$ cat src/rotc_pkg.sv
package rotc_pkg;

    // Register byte addresses
    localparam logic [7:0] REG_INPUT_CFG = 8'h00;
    localparam logic [7:0] REG_INPUT_LINE = 8'h04;
    localparam logic [7:0] REG_INPUT_OFST = 8'h08;
    localparam logic [7:0] REG_OUT_SEL = 8'h0c;
    localparam logic [7:0] REG_OUT_CTRL = 8'h10;
    localparam logic [7:0] REG_OUT_LINE2 = 8'h14;
    localparam logic [7:0] REG_OUT_FINE = 8'h18;
    localparam logic [7:0] REG_OUT_HORIZ = 8'h1c;
    localparam logic [7:0] REG_OUT_VERT = 8'h20;
    localparam logic [7:0] REG_TR_STAGED = 8'h24;
    localparam logic [7:0] REG_TR_APPLIED = 8'h28;
    localparam logic [7:0] REG_TR_TIME = 8'h2c;
    localparam logic [7:0] REG_TR_DATE = 8'h30;
    localparam logic [7:0] REG_TR_TRIG = 8'h34;
    localparam logic [7:0] REG_TR_CLK_DLY = 8'h38;
    localparam logic [7:0] REG_TR_LINE_DLY = 8'h3c;
    localparam logic [7:0] REG_TR_FRAME_DLY = 8'h40;
    localparam logic [7:0] REG_STATUS = 8'h44;

    // Field positions
    localparam int unsigned IN_EMB_LSB = 0;
    localparam int unsigned IN_OFST_EN_BIT = 2;
    localparam int unsigned IN_TZ_BIT = 3;
    localparam int unsigned IN_GL_BIT = 4;
    localparam int unsigned CT_EN_BIT = 0;
    localparam int unsigned CT_STD_LSB = 1;
    localparam int unsigned CT_PED_BIT = 5;
    localparam int unsigned CT_TEN_BIT = 6;
    localparam int unsigned CT_TRI_BIT = 7;
    localparam int unsigned CT_TRK_LSB = 8;
    localparam int unsigned CT_VITC_BIT = 10;
    localparam int unsigned TG_DELAYED_BIT = 0;
    localparam int unsigned TG_LEVEL_BIT = 1;

    // Limits and reset values
    localparam logic [31:0] LINE_MIN = 32'h0000000a;
    localparam logic [31:0] LINE_MAX = 32'h00000014;
    localparam logic [4:0] LINE_DEF = 5'h0e;
    localparam logic [31:0] FINE_LEN = 32'h0000901d;
    localparam logic [31:0] HORIZ_LEN = 32'h0000f820;
    localparam logic [31:0] VERT_LEN = 32'h0000020d;
    localparam logic [31:0] CLK_DLY_MAX = 32'h0000f81f;
    localparam logic [31:0] LINE_DLY_MAX = 32'h0000020c;
    localparam logic [31:0] FRAME_DLY_MAX = 32'h0000001d;
    localparam logic [31:0] TRIG_DATE_DEF = 32'h20580101;
    localparam logic [23:0] TRIG_TIME_DEF = 24'h000000;
    localparam int unsigned NUM_OUT = 4;

    typedef enum logic [1:0] {EMB_NONE, EMB_VITC, EMB_TIMEREF} rotc_emb_t;
    typedef enum logic {GL_COMPANION, GL_EXTERNAL} rotc_genlock_t;
    typedef enum logic [1:0] {TRACK_NONE, TRACK_OFFSET, TRACK_TIME} rotc_track_t;
    typedef enum logic [3:0] {
        STD_NTSC, STD_PAL_B, STD_PAL_M, STD_1080I_60, STD_1080I_5994, STD_1080P_594,
        STD_1080PSF_24, STD_1080P_30, STD_1080P_2997, STD_1080P_25, STD_1080P_24,
        STD_1080P_2398, STD_720P_60, STD_720P_50
    } rotc_std_t;

    typedef struct packed {
        rotc_emb_t embedded_time_source_sel;
        logic input_timeref_offset_en;
        logic input_timeref_tz_read;
        rotc_genlock_t genlock_source_sel;
        logic [4:0] input_timecode_line;
    } rotc_input_cfg_t;

    typedef struct packed {
        logic burst_output_en;
        rotc_std_t burst_output_standard;
        logic burst_pedestal_en;
        logic ten_field_seq_en;
        logic timeref_insert_en;
        rotc_track_t timeref_track_mode;
        logic output_timecode_insert_en;
        logic [4:0] output_timecode_second_line;
        logic [15:0] burst_fine_phase;
        logic [15:0] burst_horiz_phase;
        logic [9:0] burst_vert_phase;
    } rotc_burst_cfg_t;

    typedef struct packed {
        logic [31:0] timeref_applied_offset;
        logic [15:0] timeref_clock_delay;
        logic [9:0] timeref_line_delay;
        logic [4:0] timeref_frame_delay;
    } rotc_timeref_cfg_t;

    // Saturate at the nearest limit
    function automatic logic [31:0] rotc_clip(input logic [31:0] v, input logic [31:0] lo,
                                              input logic [31:0] hi);
        rotc_clip = (v < lo) ? lo : ((v > hi) ? hi : v);
    endfunction : rotc_clip

    // Reduce modulo the range length
    function automatic logic [31:0] rotc_wrap(input logic [31:0] v, input logic [31:0] len);
        rotc_wrap = v % len;
    endfunction : rotc_wrap

endpackage : rotc_pkg

$ cat src/rotc_top.sv
// The register offsets and the address-and-strobe port were decided locally.
`timescale 1ns/1ps
module rotc_top (
    input wire logic ref_clk,
    input wire logic rst,
    input wire logic [7:0] reg_addr,
    input wire logic [31:0] reg_wdata,
    input wire logic reg_wr,
    input wire logic reg_rd,
    output logic [31:0] reg_rdata,
    input wire logic video_locked,
    input wire logic [23:0] rx_timecode_time,
    input wire logic rx_timecode_valid,
    input wire logic [31:0] rx_timeref_time,
    input wire logic [7:0] rx_timeref_tz,
    input wire logic rx_timeref_valid,
    input wire logic [23:0] now_time,
    input wire logic [31:0] now_date,
    output rotc_pkg::rotc_input_cfg_t input_cfg,
    output rotc_pkg::rotc_burst_cfg_t [rotc_pkg::NUM_OUT-1:0] burst_cfg,
    output logic [rotc_pkg::NUM_OUT-1:0] burst_drive_en,
    output rotc_pkg::rotc_timeref_cfg_t timeref_cfg,
    output logic [31:0] embedded_time,
    output logic embedded_time_valid,
    output logic [7:0] timezone
);

    rotc_pkg::rotc_input_cfg_t in_cfg_r;
    rotc_pkg::rotc_burst_cfg_t [rotc_pkg::NUM_OUT-1:0] burst_r;
    logic [rotc_pkg::NUM_OUT-1:0] drive_en_r;
    logic [1:0] out_sel_r;
    logic [31:0] in_ofst_r;
    logic [31:0] staged_r;
    logic [31:0] applied_r;
    logic [23:0] trig_time_r;
    logic [31:0] trig_date_r;
    logic delayed_trig_r;
    logic level_trig_r;
    logic trig_fired_r;
    logic [15:0] clk_dly_r;
    logic [9:0] line_dly_r;
    logic [4:0] frame_dly_r;
    logic [31:0] emb_time_r;
    logic emb_valid_r;
    logic [7:0] tz_r;
    logic [31:0] rdata_r;
    logic [31:0] rdata_nxt;
    logic date_hit;
    logic trig_now;
    rotc_pkg::rotc_burst_cfg_t cur;

    // Write strobes
    logic wr_in_cfg;
    logic wr_out_ctrl;
    assign wr_in_cfg = reg_wr && (reg_addr == rotc_pkg::REG_INPUT_CFG);
    assign wr_out_ctrl = reg_wr && (reg_addr == rotc_pkg::REG_OUT_CTRL);

    // Input-side settings
    always_ff @(posedge ref_clk) begin
        if (rst) begin
            in_cfg_r.embedded_time_source_sel <= rotc_pkg::EMB_NONE;
            in_cfg_r.input_timeref_offset_en <= 1'b0;
            in_cfg_r.input_timeref_tz_read <= 1'b0;
            in_cfg_r.genlock_source_sel <= rotc_pkg::GL_COMPANION;
            in_cfg_r.input_timecode_line <= rotc_pkg::LINE_DEF;
        end else begin
            if (wr_in_cfg) begin
                // Reserved source code is ignored
                if (reg_wdata[rotc_pkg::IN_EMB_LSB +: 2] != 2'h3) begin
                    in_cfg_r.embedded_time_source_sel <=
                        rotc_pkg::rotc_emb_t'(reg_wdata[rotc_pkg::IN_EMB_LSB +: 2]);
                end
                in_cfg_r.input_timeref_offset_en <= reg_wdata[rotc_pkg::IN_OFST_EN_BIT];
                in_cfg_r.input_timeref_tz_read <= reg_wdata[rotc_pkg::IN_TZ_BIT];
                in_cfg_r.genlock_source_sel <=
                    rotc_pkg::rotc_genlock_t'(reg_wdata[rotc_pkg::IN_GL_BIT]);
            end
            if (reg_wr && reg_addr == rotc_pkg::REG_INPUT_LINE) begin
                in_cfg_r.input_timecode_line <= 5'(rotc_pkg::rotc_clip(reg_wdata,
                    rotc_pkg::LINE_MIN, rotc_pkg::LINE_MAX));
            end
        end
    end

    // Input offset value and output selector
    always_ff @(posedge ref_clk) begin
        if (rst) begin
            in_ofst_r <= 32'h00000000;
            out_sel_r <= 2'h0;
        end else begin
            if (reg_wr && reg_addr == rotc_pkg::REG_INPUT_OFST) begin
                in_ofst_r <= reg_wdata;
            end
            if (reg_wr && reg_addr == rotc_pkg::REG_OUT_SEL) begin
                out_sel_r <= reg_wdata[1:0];
            end
        end
    end

    // Per-output settings, addressed through the selector
    generate
        for (genvar i = 0; i < rotc_pkg::NUM_OUT; i++) begin : g_out
            logic hit;
            assign hit = reg_wr && (out_sel_r == 2'(i));
            always_ff @(posedge ref_clk) begin
                if (rst) begin
                    burst_r[i].burst_output_en <= 1'b0;
                    burst_r[i].burst_output_standard <= rotc_pkg::STD_NTSC;
                    burst_r[i].burst_pedestal_en <= 1'b0;
                    burst_r[i].ten_field_seq_en <= 1'b0;
                    burst_r[i].timeref_insert_en <= 1'b0;
                    burst_r[i].timeref_track_mode <= rotc_pkg::TRACK_NONE;
                    burst_r[i].output_timecode_insert_en <= 1'b0;
                    burst_r[i].output_timecode_second_line <= rotc_pkg::LINE_DEF;
                    burst_r[i].burst_fine_phase <= 16'h0000;
                    burst_r[i].burst_horiz_phase <= 16'h0000;
                    burst_r[i].burst_vert_phase <= 10'h000;
                end else if (hit) begin
                    if (wr_out_ctrl) begin
                        burst_r[i].burst_output_en <= reg_wdata[rotc_pkg::CT_EN_BIT];
                        // Codes past the last standard leave the standard unchanged
                        if (reg_wdata[rotc_pkg::CT_STD_LSB +: 4] <= 4'(rotc_pkg::STD_720P_50)) begin
                            burst_r[i].burst_output_standard <=
                                rotc_pkg::rotc_std_t'(reg_wdata[rotc_pkg::CT_STD_LSB +: 4]);
                        end
                        burst_r[i].burst_pedestal_en <= reg_wdata[rotc_pkg::CT_PED_BIT];
                        burst_r[i].ten_field_seq_en <= reg_wdata[rotc_pkg::CT_TEN_BIT];
                        burst_r[i].timeref_insert_en <= reg_wdata[rotc_pkg::CT_TRI_BIT];
                        if (reg_wdata[rotc_pkg::CT_TRK_LSB +: 2] != 2'h3) begin
                            burst_r[i].timeref_track_mode <=
                                rotc_pkg::rotc_track_t'(reg_wdata[rotc_pkg::CT_TRK_LSB +: 2]);
                        end
                        burst_r[i].output_timecode_insert_en <= reg_wdata[rotc_pkg::CT_VITC_BIT];
                    end
                    if (reg_addr == rotc_pkg::REG_OUT_LINE2) begin
                        burst_r[i].output_timecode_second_line <= 5'(rotc_pkg::rotc_clip(reg_wdata,
                            rotc_pkg::LINE_MIN, rotc_pkg::LINE_MAX));
                    end
                    if (reg_addr == rotc_pkg::REG_OUT_FINE) begin
                        burst_r[i].burst_fine_phase <=
                            16'(rotc_pkg::rotc_wrap(reg_wdata, rotc_pkg::FINE_LEN));
                    end
                    if (reg_addr == rotc_pkg::REG_OUT_HORIZ) begin
                        burst_r[i].burst_horiz_phase <=
                            16'(rotc_pkg::rotc_wrap(reg_wdata, rotc_pkg::HORIZ_LEN));
                    end
                    if (reg_addr == rotc_pkg::REG_OUT_VERT) begin
                        burst_r[i].burst_vert_phase <=
                            10'(rotc_pkg::rotc_wrap(reg_wdata, rotc_pkg::VERT_LEN));
                    end
                end
            end

            // Output stage follows its enable one cycle after the setting
            always_ff @(posedge ref_clk) begin
                if (rst) begin
                    drive_en_r[i] <= 1'b0;
                end else begin
                    drive_en_r[i] <= burst_r[i].burst_output_en;
                end
            end
        end
    endgenerate

    // Time-reference delays, clipped on write
    always_ff @(posedge ref_clk) begin
        if (rst) begin
            clk_dly_r <= 16'h0000;
            line_dly_r <= 10'h000;
            frame_dly_r <= 5'h00;
        end else if (reg_wr) begin
            if (reg_addr == rotc_pkg::REG_TR_CLK_DLY) begin
                clk_dly_r <= 16'(rotc_pkg::rotc_clip(reg_wdata, 32'h00000000,
                    rotc_pkg::CLK_DLY_MAX));
            end
            if (reg_addr == rotc_pkg::REG_TR_LINE_DLY) begin
                line_dly_r <= 10'(rotc_pkg::rotc_clip(reg_wdata, 32'h00000000,
                    rotc_pkg::LINE_DLY_MAX));
            end
            if (reg_addr == rotc_pkg::REG_TR_FRAME_DLY) begin
                frame_dly_r <= 5'(rotc_pkg::rotc_clip(reg_wdata, 32'h00000000,
                    rotc_pkg::FRAME_DLY_MAX));
            end
        end
    end

    // Staged offset and trigger settings
    always_ff @(posedge ref_clk) begin
        if (rst) begin
            staged_r <= 32'h00000000;
            trig_time_r <= rotc_pkg::TRIG_TIME_DEF;
            trig_date_r <= rotc_pkg::TRIG_DATE_DEF;
            delayed_trig_r <= 1'b0;
            level_trig_r <= 1'b0;
        end else if (reg_wr) begin
            if (reg_addr == rotc_pkg::REG_TR_STAGED) begin
                staged_r <= reg_wdata;
            end
            if (reg_addr == rotc_pkg::REG_TR_TIME) begin
                trig_time_r <= reg_wdata[23:0];
            end
            if (reg_addr == rotc_pkg::REG_TR_DATE) begin
                trig_date_r <= reg_wdata;
            end
            if (reg_addr == rotc_pkg::REG_TR_TRIG) begin
                delayed_trig_r <= reg_wdata[rotc_pkg::TG_DELAYED_BIT];
                level_trig_r <= reg_wdata[rotc_pkg::TG_LEVEL_BIT];
            end
        end
    end

    // Trigger condition
    assign date_hit = (now_time == trig_time_r) && (now_date == trig_date_r);
    assign trig_now = level_trig_r || (delayed_trig_r && date_hit);

    // Applied offset changes only on a trigger
    always_ff @(posedge ref_clk) begin
        if (rst) begin
            applied_r <= 32'h00000000;
            trig_fired_r <= 1'b0;
        end else begin
            if (trig_now) begin
                applied_r <= staged_r;
            end
            // Sticky fired flag; set wins over a clearing write
            if (delayed_trig_r && date_hit) begin
                trig_fired_r <= 1'b1;
            end else if (reg_wr && reg_addr == rotc_pkg::REG_STATUS) begin
                trig_fired_r <= 1'b0;
            end
        end
    end

    // Embedded time taken from the chosen source while locked
    always_ff @(posedge ref_clk) begin
        if (rst) begin
            emb_time_r <= 32'h00000000;
            emb_valid_r <= 1'b0;
        end else begin
            emb_valid_r <= 1'b0;
            if (video_locked) begin
                unique case (in_cfg_r.embedded_time_source_sel)
                    rotc_pkg::EMB_VITC: begin
                        if (rx_timecode_valid) begin
                            emb_time_r <= {8'h00, rx_timecode_time};
                            emb_valid_r <= 1'b1;
                        end
                    end
                    rotc_pkg::EMB_TIMEREF: begin
                        if (rx_timeref_valid) begin
                            emb_time_r <= in_cfg_r.input_timeref_offset_en ?
                                rx_timeref_time + in_ofst_r : rx_timeref_time;
                            emb_valid_r <= 1'b1;
                        end
                    end
                    default: begin
                        emb_valid_r <= 1'b0;
                    end
                endcase
            end
        end
    end

    // Timezone from the received payload
    always_ff @(posedge ref_clk) begin
        if (rst) begin
            tz_r <= 8'h00;
        end else if (in_cfg_r.input_timeref_tz_read && rx_timeref_valid) begin
            tz_r <= rx_timeref_tz;
        end
    end

    // Read mux over the selected output
    assign cur = burst_r[out_sel_r];
    always_comb begin
        rdata_nxt = 32'h00000000;
        if (reg_rd) begin
            unique case (reg_addr)
                rotc_pkg::REG_INPUT_CFG: begin
                    rdata_nxt = {27'h0000000, in_cfg_r.genlock_source_sel, in_cfg_r.input_timeref_tz_read,
                                 in_cfg_r.input_timeref_offset_en, in_cfg_r.embedded_time_source_sel};
                end
                rotc_pkg::REG_INPUT_LINE: rdata_nxt = {27'h0000000, in_cfg_r.input_timecode_line};
                rotc_pkg::REG_INPUT_OFST: rdata_nxt = in_ofst_r;
                rotc_pkg::REG_OUT_SEL: rdata_nxt = {30'h00000000, out_sel_r};
                rotc_pkg::REG_OUT_CTRL: begin
                    rdata_nxt = {21'h000000, cur.output_timecode_insert_en, cur.timeref_track_mode,
                                 cur.timeref_insert_en, cur.ten_field_seq_en, cur.burst_pedestal_en,
                                 cur.burst_output_standard, cur.burst_output_en};
                end
                rotc_pkg::REG_OUT_LINE2: rdata_nxt = {27'h0000000, cur.output_timecode_second_line};
                rotc_pkg::REG_OUT_FINE: rdata_nxt = {16'h0000, cur.burst_fine_phase};
                rotc_pkg::REG_OUT_HORIZ: rdata_nxt = {16'h0000, cur.burst_horiz_phase};
                rotc_pkg::REG_OUT_VERT: rdata_nxt = {22'h000000, cur.burst_vert_phase};
                rotc_pkg::REG_TR_STAGED: rdata_nxt = staged_r;
                rotc_pkg::REG_TR_APPLIED: rdata_nxt = applied_r;
                rotc_pkg::REG_TR_TIME: rdata_nxt = {8'h00, trig_time_r};
                rotc_pkg::REG_TR_DATE: rdata_nxt = trig_date_r;
                rotc_pkg::REG_TR_TRIG: rdata_nxt = {30'h00000000, level_trig_r, delayed_trig_r};
                rotc_pkg::REG_TR_CLK_DLY: rdata_nxt = {16'h0000, clk_dly_r};
                rotc_pkg::REG_TR_LINE_DLY: rdata_nxt = {22'h000000, line_dly_r};
                rotc_pkg::REG_TR_FRAME_DLY: rdata_nxt = {27'h0000000, frame_dly_r};
                rotc_pkg::REG_STATUS: rdata_nxt = {27'h0000000, drive_en_r, trig_fired_r};
                default: rdata_nxt = 32'h00000000;
            endcase
        end
    end

    // Read data stands only in the cycle after the strobe
    always_ff @(posedge ref_clk) begin
        if (rst) begin
            rdata_r <= 32'h00000000;
        end else begin
            rdata_r <= rdata_nxt;
        end
    end

    // Outputs straight from flip-flops
    assign reg_rdata = rdata_r;
    assign input_cfg = in_cfg_r;
    assign burst_cfg = burst_r;
    assign burst_drive_en = drive_en_r;
    assign timeref_cfg = {applied_r, clk_dly_r, line_dly_r, frame_dly_r};
    assign embedded_time = emb_time_r;
    assign embedded_time_valid = emb_valid_r;
    assign timezone = tz_r;

endmodule : rotc_top

$ cat config.mk
export PLATFORM = sky130hd
export DESIGN_NAME = rotc_top
export DESIGN_NICKNAME = d
export VERILOG_FILES = /design/src/rotc_pkg.sv /design/src/rotc_top.sv
export SDC_FILE = /design/constraint.sdc
export NUM_CORES = 2
export LEC_CHECK = 0
export ABC_CLOCK_PERIOD_IN_PS = 68800
export BUFFER_PORTS_ARGS = -buffer_cell sky130_fd_sc_hd__clkbuf_2
export CAP_MARGIN = 30
export CORE_MARGIN = 3
export CORE_UTILIZATION = 53
export CTS_CLUSTER_SIZE = 30
export DETAILED_ROUTE_END_ITERATION = 10
export GPL_TIMING_DRIVEN = 0
export PLACE_DENSITY_LB_ADDON = 0.25
export SLEW_MARGIN = 10
export SYNTH_ARGS = -nofsm -noshare
export SYNTH_HDL_FRONTEND = slang
export SYNTH_SLANG_ARGS = --single-unit
$ cat constraint.sdc
create_clock -name ref_clk -period 68.8 [get_ports ref_clk]
set_clock_uncertainty 0.05 [all_clocks]
set_input_delay 6.88 -clock ref_clk [delete_from_list [all_inputs] [get_ports ref_clk]]
set_output_delay 6.88 -clock ref_clk [all_outputs]
set_load 0.03 [all_outputs]
==> out/qor.yml <==
worst_setup_path:
  crit_buf_inv: 10
  slowest_delay_ns: 0.74
  arrival_ns: 33.05
  crit_cells: 85
  cp-end-kind: "flop"
  worstSetupPathType: "primary input to flop"
  crit_family: "compound AO/OA/AOI/OAI gates"
  crit_path_end: "burst_cfg[1]"
  reg2reg_depth: 38
  cp-startpoint: "reg_wdata[16]"
  path_max_fanout: 10
  critical_path_required_ns: 69.29
  rr_startpoint: "in_ofst_r[1]"
  r2r-end: "embedded_time[31]"
  slowest_stage: "nor4_1"
  critPathLaunchType: "primary input"
  r2r_setup_slack_ns: 61.95
  crit_top_cell: "a21oi_1"
clock_tree:
  cts_setup_buffers: 0
  cts_tree: "yes"
  path_clk_slew_ns: 0.07
  clock-sinks: 507
  cts-buffers-inserted: 49
  clk_path_buf_depth: 3
  cts_resized: 0
  insertion_delay_ns: 0.63
  htreeDepth: 2
  cts-root-buf: "clkbuf_16"
  cts_hold_buf: 0
logic_synthesis:
  syn_nets: 6906
  synth_seq_area_share: 0.207
  syn_area_mm2: 0.0489
  syn_avg_cell_area_um2: 7.31
  yosysWarnings: 0
  async_reset_ff_frac: 0
  ys.flop_type: "dfxtp_1"
  synth_cell_type_count: 164
  synthCells: 6697
  synth_edf_count: 0
  ys_seq_elements: 507
floorplan:
  initial_utilization: 0.539
  die-width_um: 310
  coreArea_mm2: 0.0908
  rows: 110
  die-area_mm2: 0.0960
  num_io_pins: 549
  die_h_um: 310
sta:
  min_period_over_period: 0.473
  timing.setup.tns_ns: 0
  tightest_slew_ns: 1.15
  rsz0062_at_grt: "false"
  fmax_mhz: 30.7
  drv_slew: 0
  period_needed_ns: 32.55
  slew_headroom: 0.232
  worst_slack_ns: 36.25
  setup_violations: 0
  final-hold-violation-count: 0
cells_and_area:
  nFillCells: 8562
  syn2layout_area_growth_pct: 12.7
  finalInstanceArea_mm2: 0.0552
  fin_nets: 7519
  final_common_cell: "nand2_1"
  final_cell_mix: "994 x nand2_1, 692 x nor2_1, 657 x a21oi_1, 536 x clkbuf_2, 507 x dfxtp_1"
  fin_cells: 8537
  drive_above_1_share: 0.149
placement:
  hpwlAfterDp_um: 176000
  gp_congestion: 1.08
  dp_slack_ns: 36.43
  portBuffers: 534
  placed_cell_area_mm2: 0.0533
  dp_cells: 8427
hold_path:
  hp-start: "timezone[1]"
  hold_class: "flop to flop"
  min_path_cells: 2
routing:
  via_per_inst: 6.79
  firstDrtPassIters: 7
  antenna_left: 0
  wire_per_inst_um: 26.0
  drc_errors: 0
  vias: 57900
  wl_um: 222000
  drt_iter0_drc: 8188
global_routing:
  grt_pass1_wl_um: 325000
  grt_pass1_vias: 51400
  grt_remaining_overflow: 0
  grt_max_degree: 15
  antenna_found_initial: 19
  track_usage: 0.437
status:
  outcome: "complete, no violations"
job:
  drv_cap: 0
-- area by class of cell --
class | count | area [um^2] | share of cell area
inverters | 149 | 559 | 0.0101
plain buffers | 390 | 1600 | 0.0291
repair buffers | 562 | 3000 | 0.0544
clock buffers | 67 | 1440 | 0.0260
multi-input cells | 5651 | 36600 | 0.664
diodes | 14 | 35.0 | 0.000635
well taps | 1176 | 1470 | 0.0267
flip-flops and latches | 507 | 10100 | 0.184
clock inverters | 21 | 268 | 0.00485
-- cells by family after synthesis --
group / count (synthesis) / share of synthesized area
adder cells (fa/ha/maj): 71 / 0.0169
flip-flops: 507 / 0.207
AO/OA/AOI/OAI: 2154 / 0.314
buffers and inverters: 539 / 0.0442
AND/OR/NAND/NOR: 2705 / 0.260
multiplexers: 247 / 0.0674
XOR/XNOR: 474 / 0.0905
-- metrics by stage --
| step | hold slack [ns] | util |
|---|---|---|
| final | 0.406 | 0.607 |
| after global routing | 0.422 | 0.607 |
| after CTS | 0.409 | 0.606 |
| after detailed placement | 0.401 | 0.587 |
| after global placement | 0.393 | 0.584 |
| after floorplan | 0.396 | - |
-- layer usage --
metal	GRT usage	wire [um]	vias up
met1	0.554	84500	27500
met3	0.112	27100	758
li1	-	-	26000
met4	0.286	17200	14
met5	0	132	-
met2	0.658	93100	3680
-- cells in the mapped netlist (all sizes together), types with 23 or more instances --
cell     instances  area share
a2111oi         23      0.0071
a211o           48      0.0086
a211oi         119       0.020
a21boi          26      0.0043
a21o            59      0.0090
a21oi          678       0.072
a221oi          33      0.0067
a22oi          131       0.020
a31o            23      0.0041
a31oi           68      0.0097
a41oi           26      0.0048
and2            89       0.011
and3            61      0.0078
buf             88      0.0096
clkbuf         302       0.023
dfxtp          507        0.21
ha              41       0.010
inv            140       0.011
maj3            29      0.0060
mux2            51       0.012
mux2i          137       0.028
mux4            59       0.027
nand2          996       0.076
nand2b          55      0.0070
nand3          178       0.018
nand3b          29      0.0044
nand4           76      0.0098
nor2           698       0.054
nor2b           32      0.0041
nor3           196       0.021
nor4            64      0.0090
o2111ai         27      0.0056
o211ai          70       0.012
o21a            64      0.0098
o21ai          311       0.033
o21bai          45      0.0071
o22ai           48      0.0063
o31ai           60       0.012
or2             59      0.0075
or3             62      0.0080
xnor2          320       0.062
xor2           152       0.028
-- worst reg2reg max path, delay by kind of cell (launching register included) --
family                   cells  cell delay, ns
flip-flops                   1            0.47
XOR/XNOR                     2            0.32
AND/OR/NAND/NOR              5            0.34
adder cells (fa/ha/maj)      1            0.30
AO/OA/AOI/OAI               30            5.22
-- state kept, by name, indices dropped and copies added, names as in the netlist --
name,flops
embedded_time_valid,1
reg_rdata,32
clk_dly_r,16
line_dly_r,10
trig_fired_r,1
burst_drive_en,4
trig_time_r,24
delayed_trig_r,1
staged_r,32
in_ofst_r,32
timezone,8
embedded_time,32
out_sel_r,2
frame_dly_r,5
input_cfg,10
level_trig_r,1
burst_cfg,232
trig_date_r,32
applied_r,32
-- worst min-delay path by stage --
| stage | to | slack [ns] |
|---|---|---|
| 4_1_cts | timezone[1] | 0.41 |
| 2_1_floorplan | delayed_trig_r | 0.40 |
| 6_report | timezone[1] | 0.41 |
| 3_3_place_gp | timezone[3] | 0.39 |
| 5_1_grt | timezone[7] | 0.42 |
| 3_5_place_dp | timezone[1] | 0.40 |
Power is not shown: default switching activity piles up to over one toggle a cycle in this logic, so the estimate is an artifact.
